## config.mk

```make
export PLATFORM = sky130hd
export DESIGN_NAME = afo_channel
export DESIGN_NICKNAME = d
export VERILOG_FILES = /design/src/afo_pkg.sv /design/src/afo_freq_gen.sv /design/src/afo_channel.sv
export VERILOG_INCLUDE_DIRS = /design/src
export SDC_FILE = /design/constraint.sdc
export NUM_CORES = 2
export LEC_CHECK = 0
export ABC_AREA = 1
export BUFFER_PORTS_ARGS = -buffer_cell sky130_fd_sc_hd__buf_2
export CAP_MARGIN = 20
export CORE_ASPECT_RATIO = 1.2
export CORE_MARGIN = 2
export CORE_UTILIZATION = 25
export DETAILED_ROUTE_END_ITERATION = 10
export PLACE_DENSITY = 0.47
export SKIP_CTS_REPAIR_TIMING = 1
export SKIP_LAST_GASP = 1
export SYNTH_ARGS = -nofsm -noshare
export SYNTH_HDL_FRONTEND = slang
export SYNTH_HIERARCHICAL = 1
export SYNTH_SLANG_ARGS = --single-unit
export TNS_END_PERCENT = 30
```

## constraint.sdc

```tcl
create_clock -name ref_clk -period 10.7 [get_ports ref_clk]
set_input_delay 0.535 -clock ref_clk [delete_from_list [all_inputs] [get_ports ref_clk]]
set_output_delay 0.535 -clock ref_clk [all_outputs]
set_load 0.02 [all_outputs]
```

## src/afo_defines.svh

```systemverilog
// Constants for the alarm and frequency output channel
`ifndef AFO_DEFINES_SVH
`define AFO_DEFINES_SVH

`define AFO_VAL_W 24
`define AFO_SIG_ONE 24'sh000100
`define AFO_SIG_HALF 24'sh000080
`define AFO_CLK_PERIOD_NS 10
`define AFO_CLK_HZ 100000000
`define AFO_MS_NS 1000000
`define AFO_LOSS_TIMEOUT_DEF_MS 16'h0bb8
`define AFO_FLASH_HALF_MS 9'h1f4
`define AFO_FREQ_MAX_HZ 8'hc8
`define AFO_MHZ_PER_HZ 18'h003e8
`define AFO_FREQ_MAX_MHZ 18'h30d40
`define AFO_PERIOD_MAX_S 60
`define AFO_FREQ_MIN_MHZ 18'((1000 + `AFO_PERIOD_MAX_S - 1) / `AFO_PERIOD_MAX_S)
`define AFO_NCO_HALF 36'(64'd100000000 * 64'd1000 / 64'd2)
`define AFO_DIV_BITS 6'h2b

`endif

```

## src/afo_pkg.sv

```systemverilog
// Types of the alarm and frequency output channel
package afo_pkg;
	typedef enum logic {AFO_FUNC_ALARM, AFO_FUNC_FREQ} afo_func_e;
	typedef enum logic [1:0] {AFO_SRC_FLOW, AFO_SRC_POWER, AFO_SRC_SIGNAL} afo_src_e;
	typedef enum logic {AFO_DIR_RISING, AFO_DIR_FALLING} afo_dir_e;
	typedef enum logic [1:0] {AFO_DIV_LOAD, AFO_DIV_RUN, AFO_DIV_DONE} afo_div_e;
	typedef logic signed [23:0] afo_val_t;
endpackage : afo_pkg

```

## src/afo_freq_gen.sv

```systemverilog
// Square-wave generator driven by a frequency in millihertz
`timescale 1ns/1ps
`include "afo_defines.svh"
module afo_freq_gen (
	input logic clk,
	input logic rstn,
	input logic en,
	input logic [17:0] freqMilliHz,
	output logic waveOut
);
	logic [35:0] acc_ff;
	logic [35:0] nxt_acc;
	logic wave_ff;
	logic nxt_wave;
	logic [35:0] sum;

	// ****************************************
	// Phase accumulator, exact on average
	// ****************************************
	always_comb begin
		sum = acc_ff + 36'(freqMilliHz);
		nxt_acc = sum;
		nxt_wave = wave_ff;
		if (freqMilliHz == 18'h0) begin
			nxt_acc = 36'h0;
			nxt_wave = 1'b1;
		end else if (sum >= `AFO_NCO_HALF) begin
			nxt_acc = sum - `AFO_NCO_HALF;
			nxt_wave = ~wave_ff;
		end
	end

	always_ff @(posedge clk or negedge rstn) begin
		if (!rstn) begin
			acc_ff <= 36'h0;
			wave_ff <= 1'b1;
		end else if (en) begin
			acc_ff <= nxt_acc;
			wave_ff <= nxt_wave;
		end
	end

	assign waveOut = wave_ff;
endmodule : afo_freq_gen

```

## src/afo_channel.sv

```systemverilog
// One digital output channel: hysteresis alarm or frequency output
// What this block does
// Rising flow alarm sets once flow exceeds the activation level.
// Rising alarm stays set until value drops below the deactivation level.
// Falling alarm sets below activation, clears above deactivation.
// Software keeps deactivation on the released side of activation.
// All threshold comparisons are signed.
// Power source uses the same hysteresis with power thresholds.
// Signal lost only after bad reception outlasts the timeout, default 3 s; reset instead loads lost_ff to 1 at once.
// Signal source value is 0 when lost, 1 otherwise.
// Signal source forces falling direction and both levels to 0.5.
// Frequency mode maps value linearly between two points, 0 to 200 Hz.
// Zero frequency holds the output switch closed.
// Period never exceeds 60 s; slower non-zero rates are raised.
// Average output frequency within one percent of target.
// Inverted frequency range is allowed.
// Alarm activation raises a status event and flashes the indicator.
// One function at a time; configuration sampled for the next comparison.
// Between levels the alarm state holds; reset clears it.
`timescale 1ns/1ps
`include "afo_defines.svh"
module afo_channel #(
	parameter int MS_CYCLES = `AFO_MS_NS / `AFO_CLK_PERIOD_NS
) (
	input logic ref_clk,
	input logic rstn,
	input logic clkEn,
	input afo_pkg::afo_func_e funcSel,
	input afo_pkg::afo_src_e srcSel,
	input afo_pkg::afo_dir_e dirSel,
	input afo_pkg::afo_val_t flowVal,
	input afo_pkg::afo_val_t powerVal,
	input afo_pkg::afo_val_t flowAct,
	input afo_pkg::afo_val_t flowDeact,
	input afo_pkg::afo_val_t powerAct,
	input afo_pkg::afo_val_t powerDeact,
	input logic sigBad,
	input logic [15:0] lossTimeoutMs,
	input logic [7:0] freqLoHz,
	input logic [7:0] freqHiHz,
	input afo_pkg::afo_val_t valLo,
	input afo_pkg::afo_val_t valHi,
	output logic outSwitch,
	output logic alarmActive,
	output logic alarmEvent,
	output logic ledFlash,
	output logic sigLost,
	output logic [17:0] freqMilliHz
);
	import afo_pkg::*;

	// ****************************************
	// Reset release
	// ****************************************
	logic [1:0] rstSync_ff;
	logic rstSyncN;

	always_ff @(posedge ref_clk or negedge rstn) begin
		if (!rstn) begin
			rstSync_ff <= 2'b00;
		end else begin
			rstSync_ff <= {rstSync_ff[0], 1'b1};
		end
	end
	assign rstSyncN = rstSync_ff[1];

	// ****************************************
	// Millisecond tick, signal loss and flash timing
	// ****************************************
	logic [16:0] msCnt_ff, nxt_msCnt;
	logic [15:0] lossCnt_ff, nxt_lossCnt;
	logic lost_ff, nxt_lost;
	logic [8:0] flashCnt_ff, nxt_flashCnt;
	logic flash_ff, nxt_flash;
	logic msTick;
	logic [15:0] tmo;
	logic alarm_ff;

	always_comb begin
		msTick = (msCnt_ff == 17'(MS_CYCLES - 1));
		nxt_msCnt = msTick ? 17'h0 : msCnt_ff + 17'h1;
		tmo = (lossTimeoutMs == 16'h0) ? `AFO_LOSS_TIMEOUT_DEF_MS : lossTimeoutMs;
		nxt_lossCnt = lossCnt_ff;
		nxt_lost = lost_ff;
		if (!sigBad) begin
			nxt_lossCnt = 16'h0;
			nxt_lost = 1'b0;
		end else if (msTick) begin
			if (lossCnt_ff != 16'hffff) begin
				nxt_lossCnt = lossCnt_ff + 16'h1;
			end
			if (lossCnt_ff >= tmo) begin
				nxt_lost = 1'b1;
			end
		end
		nxt_flashCnt = flashCnt_ff;
		nxt_flash = flash_ff;
		if (!alarm_ff) begin
			nxt_flashCnt = 9'h0;
			nxt_flash = 1'b0;
		end else if (msTick) begin
			nxt_flashCnt = flashCnt_ff + 9'h1;
			if (flashCnt_ff == `AFO_FLASH_HALF_MS - 9'h1) begin
				nxt_flashCnt = 9'h0;
				nxt_flash = ~flash_ff;
			end
		end
	end

	always_ff @(posedge ref_clk or negedge rstSyncN) begin
		if (!rstSyncN) begin
			msCnt_ff <= 17'h0;
			lossCnt_ff <= 16'h0;
			lost_ff <= 1'b1;
			flashCnt_ff <= 9'h0;
			flash_ff <= 1'b0;
		end else if (clkEn) begin
			msCnt_ff <= nxt_msCnt;
			lossCnt_ff <= nxt_lossCnt;
			lost_ff <= nxt_lost;
			flashCnt_ff <= nxt_flashCnt;
			flash_ff <= nxt_flash;
		end
	end

	// ****************************************
	// Configuration and value sampling
	// ****************************************
	afo_func_e func_ff, nxt_func;
	afo_dir_e dir_ff, nxt_dir;
	afo_val_t val_ff, nxt_val, act_ff, nxt_act, deact_ff, nxt_deact;
	afo_val_t lo_ff, nxt_lo, hi_ff, nxt_hi;
	logic [17:0] fLoM_ff, nxt_fLoM, fHiM_ff, nxt_fHiM;

	always_comb begin
		nxt_func = funcSel;
		nxt_dir = dirSel;
		nxt_lo = valLo;
		nxt_hi = valHi;
		nxt_fLoM = ((freqLoHz > `AFO_FREQ_MAX_HZ) ? 18'(`AFO_FREQ_MAX_HZ) : 18'(freqLoHz))
			* `AFO_MHZ_PER_HZ;
		nxt_fHiM = ((freqHiHz > `AFO_FREQ_MAX_HZ) ? 18'(`AFO_FREQ_MAX_HZ) : 18'(freqHiHz))
			* `AFO_MHZ_PER_HZ;
		unique case (srcSel)
			AFO_SRC_POWER: begin
				nxt_val = powerVal;
				nxt_act = powerAct;
				nxt_deact = powerDeact;
			end
			AFO_SRC_SIGNAL: begin
				nxt_val = lost_ff ? 24'sh000000 : `AFO_SIG_ONE;
				nxt_dir = AFO_DIR_FALLING;
				nxt_act = `AFO_SIG_HALF;
				nxt_deact = `AFO_SIG_HALF;
			end
			default: begin
				nxt_val = flowVal;
				nxt_act = flowAct;
				nxt_deact = flowDeact;
			end
		endcase
	end

	always_ff @(posedge ref_clk or negedge rstSyncN) begin
		if (!rstSyncN) begin
			func_ff <= AFO_FUNC_ALARM;
			dir_ff <= AFO_DIR_RISING;
			val_ff <= 24'sh000000;
			act_ff <= 24'sh000000;
			deact_ff <= 24'sh000000;
			lo_ff <= 24'sh000000;
			hi_ff <= 24'sh000000;
			fLoM_ff <= 18'h0;
			fHiM_ff <= 18'h0;
		end else if (clkEn) begin
			func_ff <= nxt_func;
			dir_ff <= nxt_dir;
			val_ff <= nxt_val;
			act_ff <= nxt_act;
			deact_ff <= nxt_deact;
			lo_ff <= nxt_lo;
			hi_ff <= nxt_hi;
			fLoM_ff <= nxt_fLoM;
			fHiM_ff <= nxt_fHiM;
		end
	end

	// ****************************************
	// Hysteresis alarm
	// ****************************************
	logic nxt_alarm, event_ff, nxt_event;

	always_comb begin
		nxt_alarm = alarm_ff;
		if (func_ff != AFO_FUNC_ALARM) begin
			nxt_alarm = 1'b0;
		end else if (dir_ff == AFO_DIR_RISING) begin
			if (!alarm_ff && val_ff > act_ff) begin
				nxt_alarm = 1'b1;
			end else if (alarm_ff && val_ff < deact_ff) begin
				nxt_alarm = 1'b0;
			end
		end else begin
			if (!alarm_ff && val_ff < act_ff) begin
				nxt_alarm = 1'b1;
			end else if (alarm_ff && val_ff > deact_ff) begin
				nxt_alarm = 1'b0;
			end
		end
		nxt_event = nxt_alarm & ~alarm_ff;
	end

	always_ff @(posedge ref_clk or negedge rstSyncN) begin
		if (!rstSyncN) begin
			alarm_ff <= 1'b0;
			event_ff <= 1'b0;
		end else if (clkEn) begin
			alarm_ff <= nxt_alarm;
			event_ff <= nxt_event;
		end
	end

	// ****************************************
	// Linear frequency mapping
	// ****************************************
	afo_div_e div_ff, nxt_div;
	logic [25:0] rem_ff, nxt_rem;
	logic [42:0] quot_ff, nxt_quot;
	logic [24:0] den_ff, nxt_den;
	logic neg_ff, nxt_neg;
	logic [5:0] cnt_ff, nxt_cnt;
	logic [17:0] freq_ff, nxt_freq;
	logic signed [24:0] vd, dd;
	logic signed [18:0] fd;
	logic [24:0] vMag, dMag;
	logic [17:0] fMag;
	logic [25:0] shRem;
	logic signed [44:0] fSum;

	always_comb begin
		vd = 25'(val_ff) - 25'(lo_ff);
		dd = 25'(hi_ff) - 25'(lo_ff);
		fd = 19'(fHiM_ff) - 19'(fLoM_ff);
		vMag = vd[24] ? 25'(-vd) : 25'(vd);
		dMag = dd[24] ? 25'(-dd) : 25'(dd);
		fMag = fd[18] ? 18'(-fd) : 18'(fd);
		shRem = {rem_ff[24:0], quot_ff[42]};
		fSum = $signed({27'h0, fLoM_ff})
			+ (neg_ff ? -$signed({2'b00, quot_ff}) : $signed({2'b00, quot_ff}));
		nxt_div = div_ff;
		nxt_rem = rem_ff;
		nxt_quot = quot_ff;
		nxt_den = den_ff;
		nxt_neg = neg_ff;
		nxt_cnt = cnt_ff;
		nxt_freq = freq_ff;
		unique case (div_ff)
			AFO_DIV_LOAD: begin
				if (dMag == 25'h0) begin
					nxt_freq = fLoM_ff;
				end else begin
					nxt_quot = 43'(vMag) * 43'(fMag);
					nxt_rem = 26'h0;
					nxt_den = dMag;
					nxt_neg = vd[24] ^ fd[18] ^ dd[24];
					nxt_cnt = `AFO_DIV_BITS;
					nxt_div = AFO_DIV_RUN;
				end
			end
			AFO_DIV_RUN: begin
				nxt_quot = {quot_ff[41:0], 1'b0};
				nxt_rem = shRem;
				if (shRem >= {1'b0, den_ff}) begin
					nxt_rem = shRem - {1'b0, den_ff};
					nxt_quot[0] = 1'b1;
				end
				nxt_cnt = cnt_ff - 6'h1;
				if (cnt_ff == 6'h1) begin
					nxt_div = AFO_DIV_DONE;
				end
			end
			AFO_DIV_DONE: begin
				if (fSum <= 45'sh0) begin
					nxt_freq = 18'h0;
				end else if (fSum > $signed({27'h0, `AFO_FREQ_MAX_MHZ})) begin
					nxt_freq = `AFO_FREQ_MAX_MHZ;
				end else if (fSum < $signed({27'h0, `AFO_FREQ_MIN_MHZ})) begin
					nxt_freq = `AFO_FREQ_MIN_MHZ;
				end else begin
					nxt_freq = fSum[17:0];
				end
				nxt_div = AFO_DIV_LOAD;
			end
		endcase
	end

	always_ff @(posedge ref_clk or negedge rstSyncN) begin
		if (!rstSyncN) begin
			div_ff <= AFO_DIV_LOAD;
			rem_ff <= 26'h0;
			quot_ff <= 43'h0;
			den_ff <= 25'h0;
			neg_ff <= 1'b0;
			cnt_ff <= 6'h0;
			freq_ff <= 18'h0;
		end else if (clkEn) begin
			div_ff <= nxt_div;
			rem_ff <= nxt_rem;
			quot_ff <= nxt_quot;
			den_ff <= nxt_den;
			neg_ff <= nxt_neg;
			cnt_ff <= nxt_cnt;
			freq_ff <= nxt_freq;
		end
	end

	// ****************************************
	// Output switch
	// ****************************************
	logic wave;
	logic switch_ff, nxt_switch;

	afo_freq_gen u_gen (
		.clk(ref_clk),
		.rstn(rstSyncN),
		.en(clkEn),
		.freqMilliHz(freq_ff),
		.waveOut(wave)
	);

	always_comb begin
		nxt_switch = (func_ff == AFO_FUNC_ALARM) ? alarm_ff : wave;
	end

	always_ff @(posedge ref_clk or negedge rstSyncN) begin
		if (!rstSyncN) begin
			switch_ff <= 1'b0;
		end else if (clkEn) begin
			switch_ff <= nxt_switch;
		end
	end

	assign outSwitch = switch_ff;
	assign alarmActive = alarm_ff;
	assign alarmEvent = event_ff;
	assign ledFlash = flash_ff;
	assign sigLost = lost_ff;
	assign freqMilliHz = freq_ff;
endmodule : afo_channel

```

==> flow_metrics.py <==
metrics = {
    "run_status": {
        "outcome": "completed",
    },
    "cells_and_area": {
        "multi_input_area_um2": 31700,
        "num-fill-cells": 20007,
        "flow.area_growth_from_synthesis_pct": 12.9,
        "area_occupied_by_registers_um2": 8960,
        "num-nets-final": 7634,
        "post_route_cells_drive_above_1_share_pct": 9.69,
    },
    "yosys": {
        "synth.yosys.seq_area_share_pct": 19.6,
        "syn_nets": 7438,
        "syn-mean-instance-area_um2": 7.08,
        "synthArstFlopShare_pct": 100,
        "synth.cell_area_um2": 45700,
        "synth_top_area_share_pct": 19.5,
        "yosys.cell_count.top_type": "sky130_fd_sc_hd__nand2_1",
        "yosys_most_used_dff": "sky130_fd_sc_hd__dfrtp_1",
        "yosys-top-cells-count": "1606 x sky130_fd_sc_hd__nand2_1, 1082 x sky130_fd_sc_hd__inv_1, 614 x sky130_fd_sc_hd__nor2_1",
        "synth-seq-cells": 358,
        "netlist_instances": 6456,
        "synth.lib_cells_used.distinct": 74,
        "synth_warnings": 6,
        "edff_count_synth": 0,
        "synth.area.top_cells": "sky130_fd_sc_hd__dfrtp_1 19%, sky130_fd_sc_hd__fa_1 15%, sky130_fd_sc_hd__nand2_1 13%, sky130_fd_sc_hd__ha_1 11%, sky130_fd_sc_hd__inv_1 8.9%",
        "yosysTopAreaCell": "sky130_fd_sc_hd__dfrtp_1",
    },
    "route": {
        "routed_wirelength_um": 157000,
        "wl_met3_um": 5810,
        "drt-vias-per-instance": 4.60,
        "routed.top_layer": "met5",
        "drt-initial-drc-count": 2505,
        "dr_total_vias": 41951,
        "drt-met1-wl_um": 66700,
        "drc_errors": 0,
        "detail-route-antenna-nets": 0,
        "drt_pre_antenna_iters": 7,
        "detailroute.wirelength.met2_um": 80400,
        "wl_per_cell_um": 17.2,
    },
    "timing": {
        "final-setup-viol-count": 0,
        "finalCritPeriodShare_pct": 92.8,
        "hold_viol": 0,
        "fin_skew_ps": 49.3,
        "period_needed_ps": 9930,
        "max_clock_freq_mhz": 101,
        "unrepaired_setup_endpoints_after_global_routing": "false",
        "timing.final.max_slew_violations": 0,
        "max_slew_margin_pct": 28.6,
        "worst_pin_slew_ps": 1070,
        "totalNegativeSetupSlack_ps": 0,
    },
    "critical_path": {
        "worst-endpoint-required_ps": 11170,
        "crit_path_max_incr_delay_ps": 570,
        "crit_path_capture_type": "flip-flop",
        "arrival_ps": 10390,
        "timing.critical_path.mode_cell": "sky130_fd_sc_hd__fa_1",
        "critical_path_s_slowest_cell": "sky130_fd_sc_hd__clkinv_1",
        "crit_path_start_kind": "flip-flop",
        "timing_worst_setup_path_type": "flip-flop to flip-flop",
        "worstPathMaxFanout": 18,
        "critical_path.n_buffers_inverters": 5,
        "worst_path_dominant_cell_family": "adder cells",
    },
    "clock_tree": {
        "cts_tree": "built",
        "cts_made_buffers": 48,
        "clk-insertion-delay-late_ps": 660,
        "cts_sinks": 358,
        "max_root_sink_buffers": 3,
        "cts.reportedPaths.clkPinSlew_ps": 60,
        "htree_depth": 2,
        "clk_root_buffer_cell": "sky130_fd_sc_hd__clkbuf_16",
    },
    "global_route": {
        "gr-total-overflow": 0,
        "largest_net_degree_at_the_start_of_global_routing": 100,
        "wire_length_of_the_first_global_routing_pass_um": 245000,
        "first_global_vias": 42614,
        "global_route.usage.total_pct": 16.6,
        "antenna_found_initial": 8,
    },
    "place": {
        "io_buffers": 254,
        "place_congestion": 0.919,
        "dp_hpwl_um": 132000,
    },
    "die": {
        "floorplan.die_area_um2": 186000,
        "effective_utilization_at_floorplan_pct": 25.2,
        "overall_die_height_um": 472,
        "design.core.area_um2": 181000,
        "std_cell_rows": 171,
        "ioPinCount": 255,
        "die-width_um": 394,
    },
    "flow_run": {
        "drv_cap": 0,
    },
    "hold_path": {
        "min_path_type": "primary input to flip-flop",
    },
}
==> worst reg2reg max path, delay by kind of cell (launching register included) <==
| kind | cells | cell delay, ps |
|---|---|---|
| simple gates | 12 | 1840 |
| compound gates | 13 | 2790 |
| fa+ha+maj | 8 | 3790 |
| flops | 1 | 390 |
| buf+inv | 5 | 960 |
==> final timing paths <==
path / startpoint / endpoint / slack (ps) / cells after the start
worst max-delay path: fLoM_ff[4] / quot_ff[38] / 770 / 38
worst min-delay path: valLo[19] / lo_ff[19] / 80 / 3
worst max register to register: fLoM_ff[4] / quot_ff[38] / 770 / 38
worst min register to register: rstSync_ff[0] / rstSync_ff[1] / 350 / 0
max in group asynchronous: rstSync_ff[1] / u_gen/acc_ff[33] / 8190 / 2
min in group asynchronous: rstn / rstSync_ff[1] / 240 / 2
==> placed cells by master (no fill, tap or decap), drive strengths merged, types with 26 or more instances in the layout <==
cell	instances
nand4	109
dfrtp	356
clkbuf	58
buf	312
nor2	669
ha	402
a22oi	26
nand2	1668
a21oi	309
o21ai	346
xor2	137
fa	348
o211ai	33
nand3	389
nor3	62
inv	1122
a221oi	54
xnor2	56
==> routing by layer <==
metal  track usage (%)  up-vias
met3              1.66      193
met4              4.04        2
li1                  -    20921
met5                 0        -
met1              20.2    19923
met2              31.1      912
==> through the flow <==
stage	instance area [um^2]	hold slack, ps	setup WS, ps	std cells	util (%)
3_3_place_gp	49700	330	819	9022	27.4
4_1_cts	51600	-394	723	9110	28.4
2_1_floorplan	45700	239	2310	6456	-
3_5_place_dp	49700	333	765	9022	27.4
6_report	51600	76.9	772	9114	28.5
5_1_grt	51600	58.5	89.1	9113	28.5
==> flip-flops by register name, indices dropped and copies added, names as in the netlist, 15 cells and up <==
name,cells
lo_ff,24
freqMilliHz,18
deact_ff,24
hi_ff,24
val_ff,24
fHiM_ff,15
lossCnt_ff,16
den_ff,25
fLoM_ff,15
act_ff,24
quot_ff,43
rem_ff,25
msCnt_ff,17
u_gen/acc_ff,36
==> final cells by class <==
cell class,instances,area share (%)
inverters,1131,8.26
diodes,2,0.00970
repair buffers,313,3.36
clock inverters,30,1.09
clock buffers,58,2.52
well taps,2422,5.87
flip-flops and latches,358,17.4
multi-input cells,4800,61.5
==> kinds of logic after synthesis <==
kind of cell / after synthesis / synth area share (%)
AOI/OAI and AO/OA: 886 / 11.5
muxes: 1 / 0.0219
adders and majority gates: 750 / 26.3
and+or+nand+nor: 2969 / 27.8
DFF: 358 / 19.6
other: 1 / 0.00821
buffers and inverters: 1298 / 11.1
xor gates and xnor gates: 193 / 3.77
Power is not shown: default switching activity piles up to over one toggle a cycle in this logic, so the estimate is an artifact.
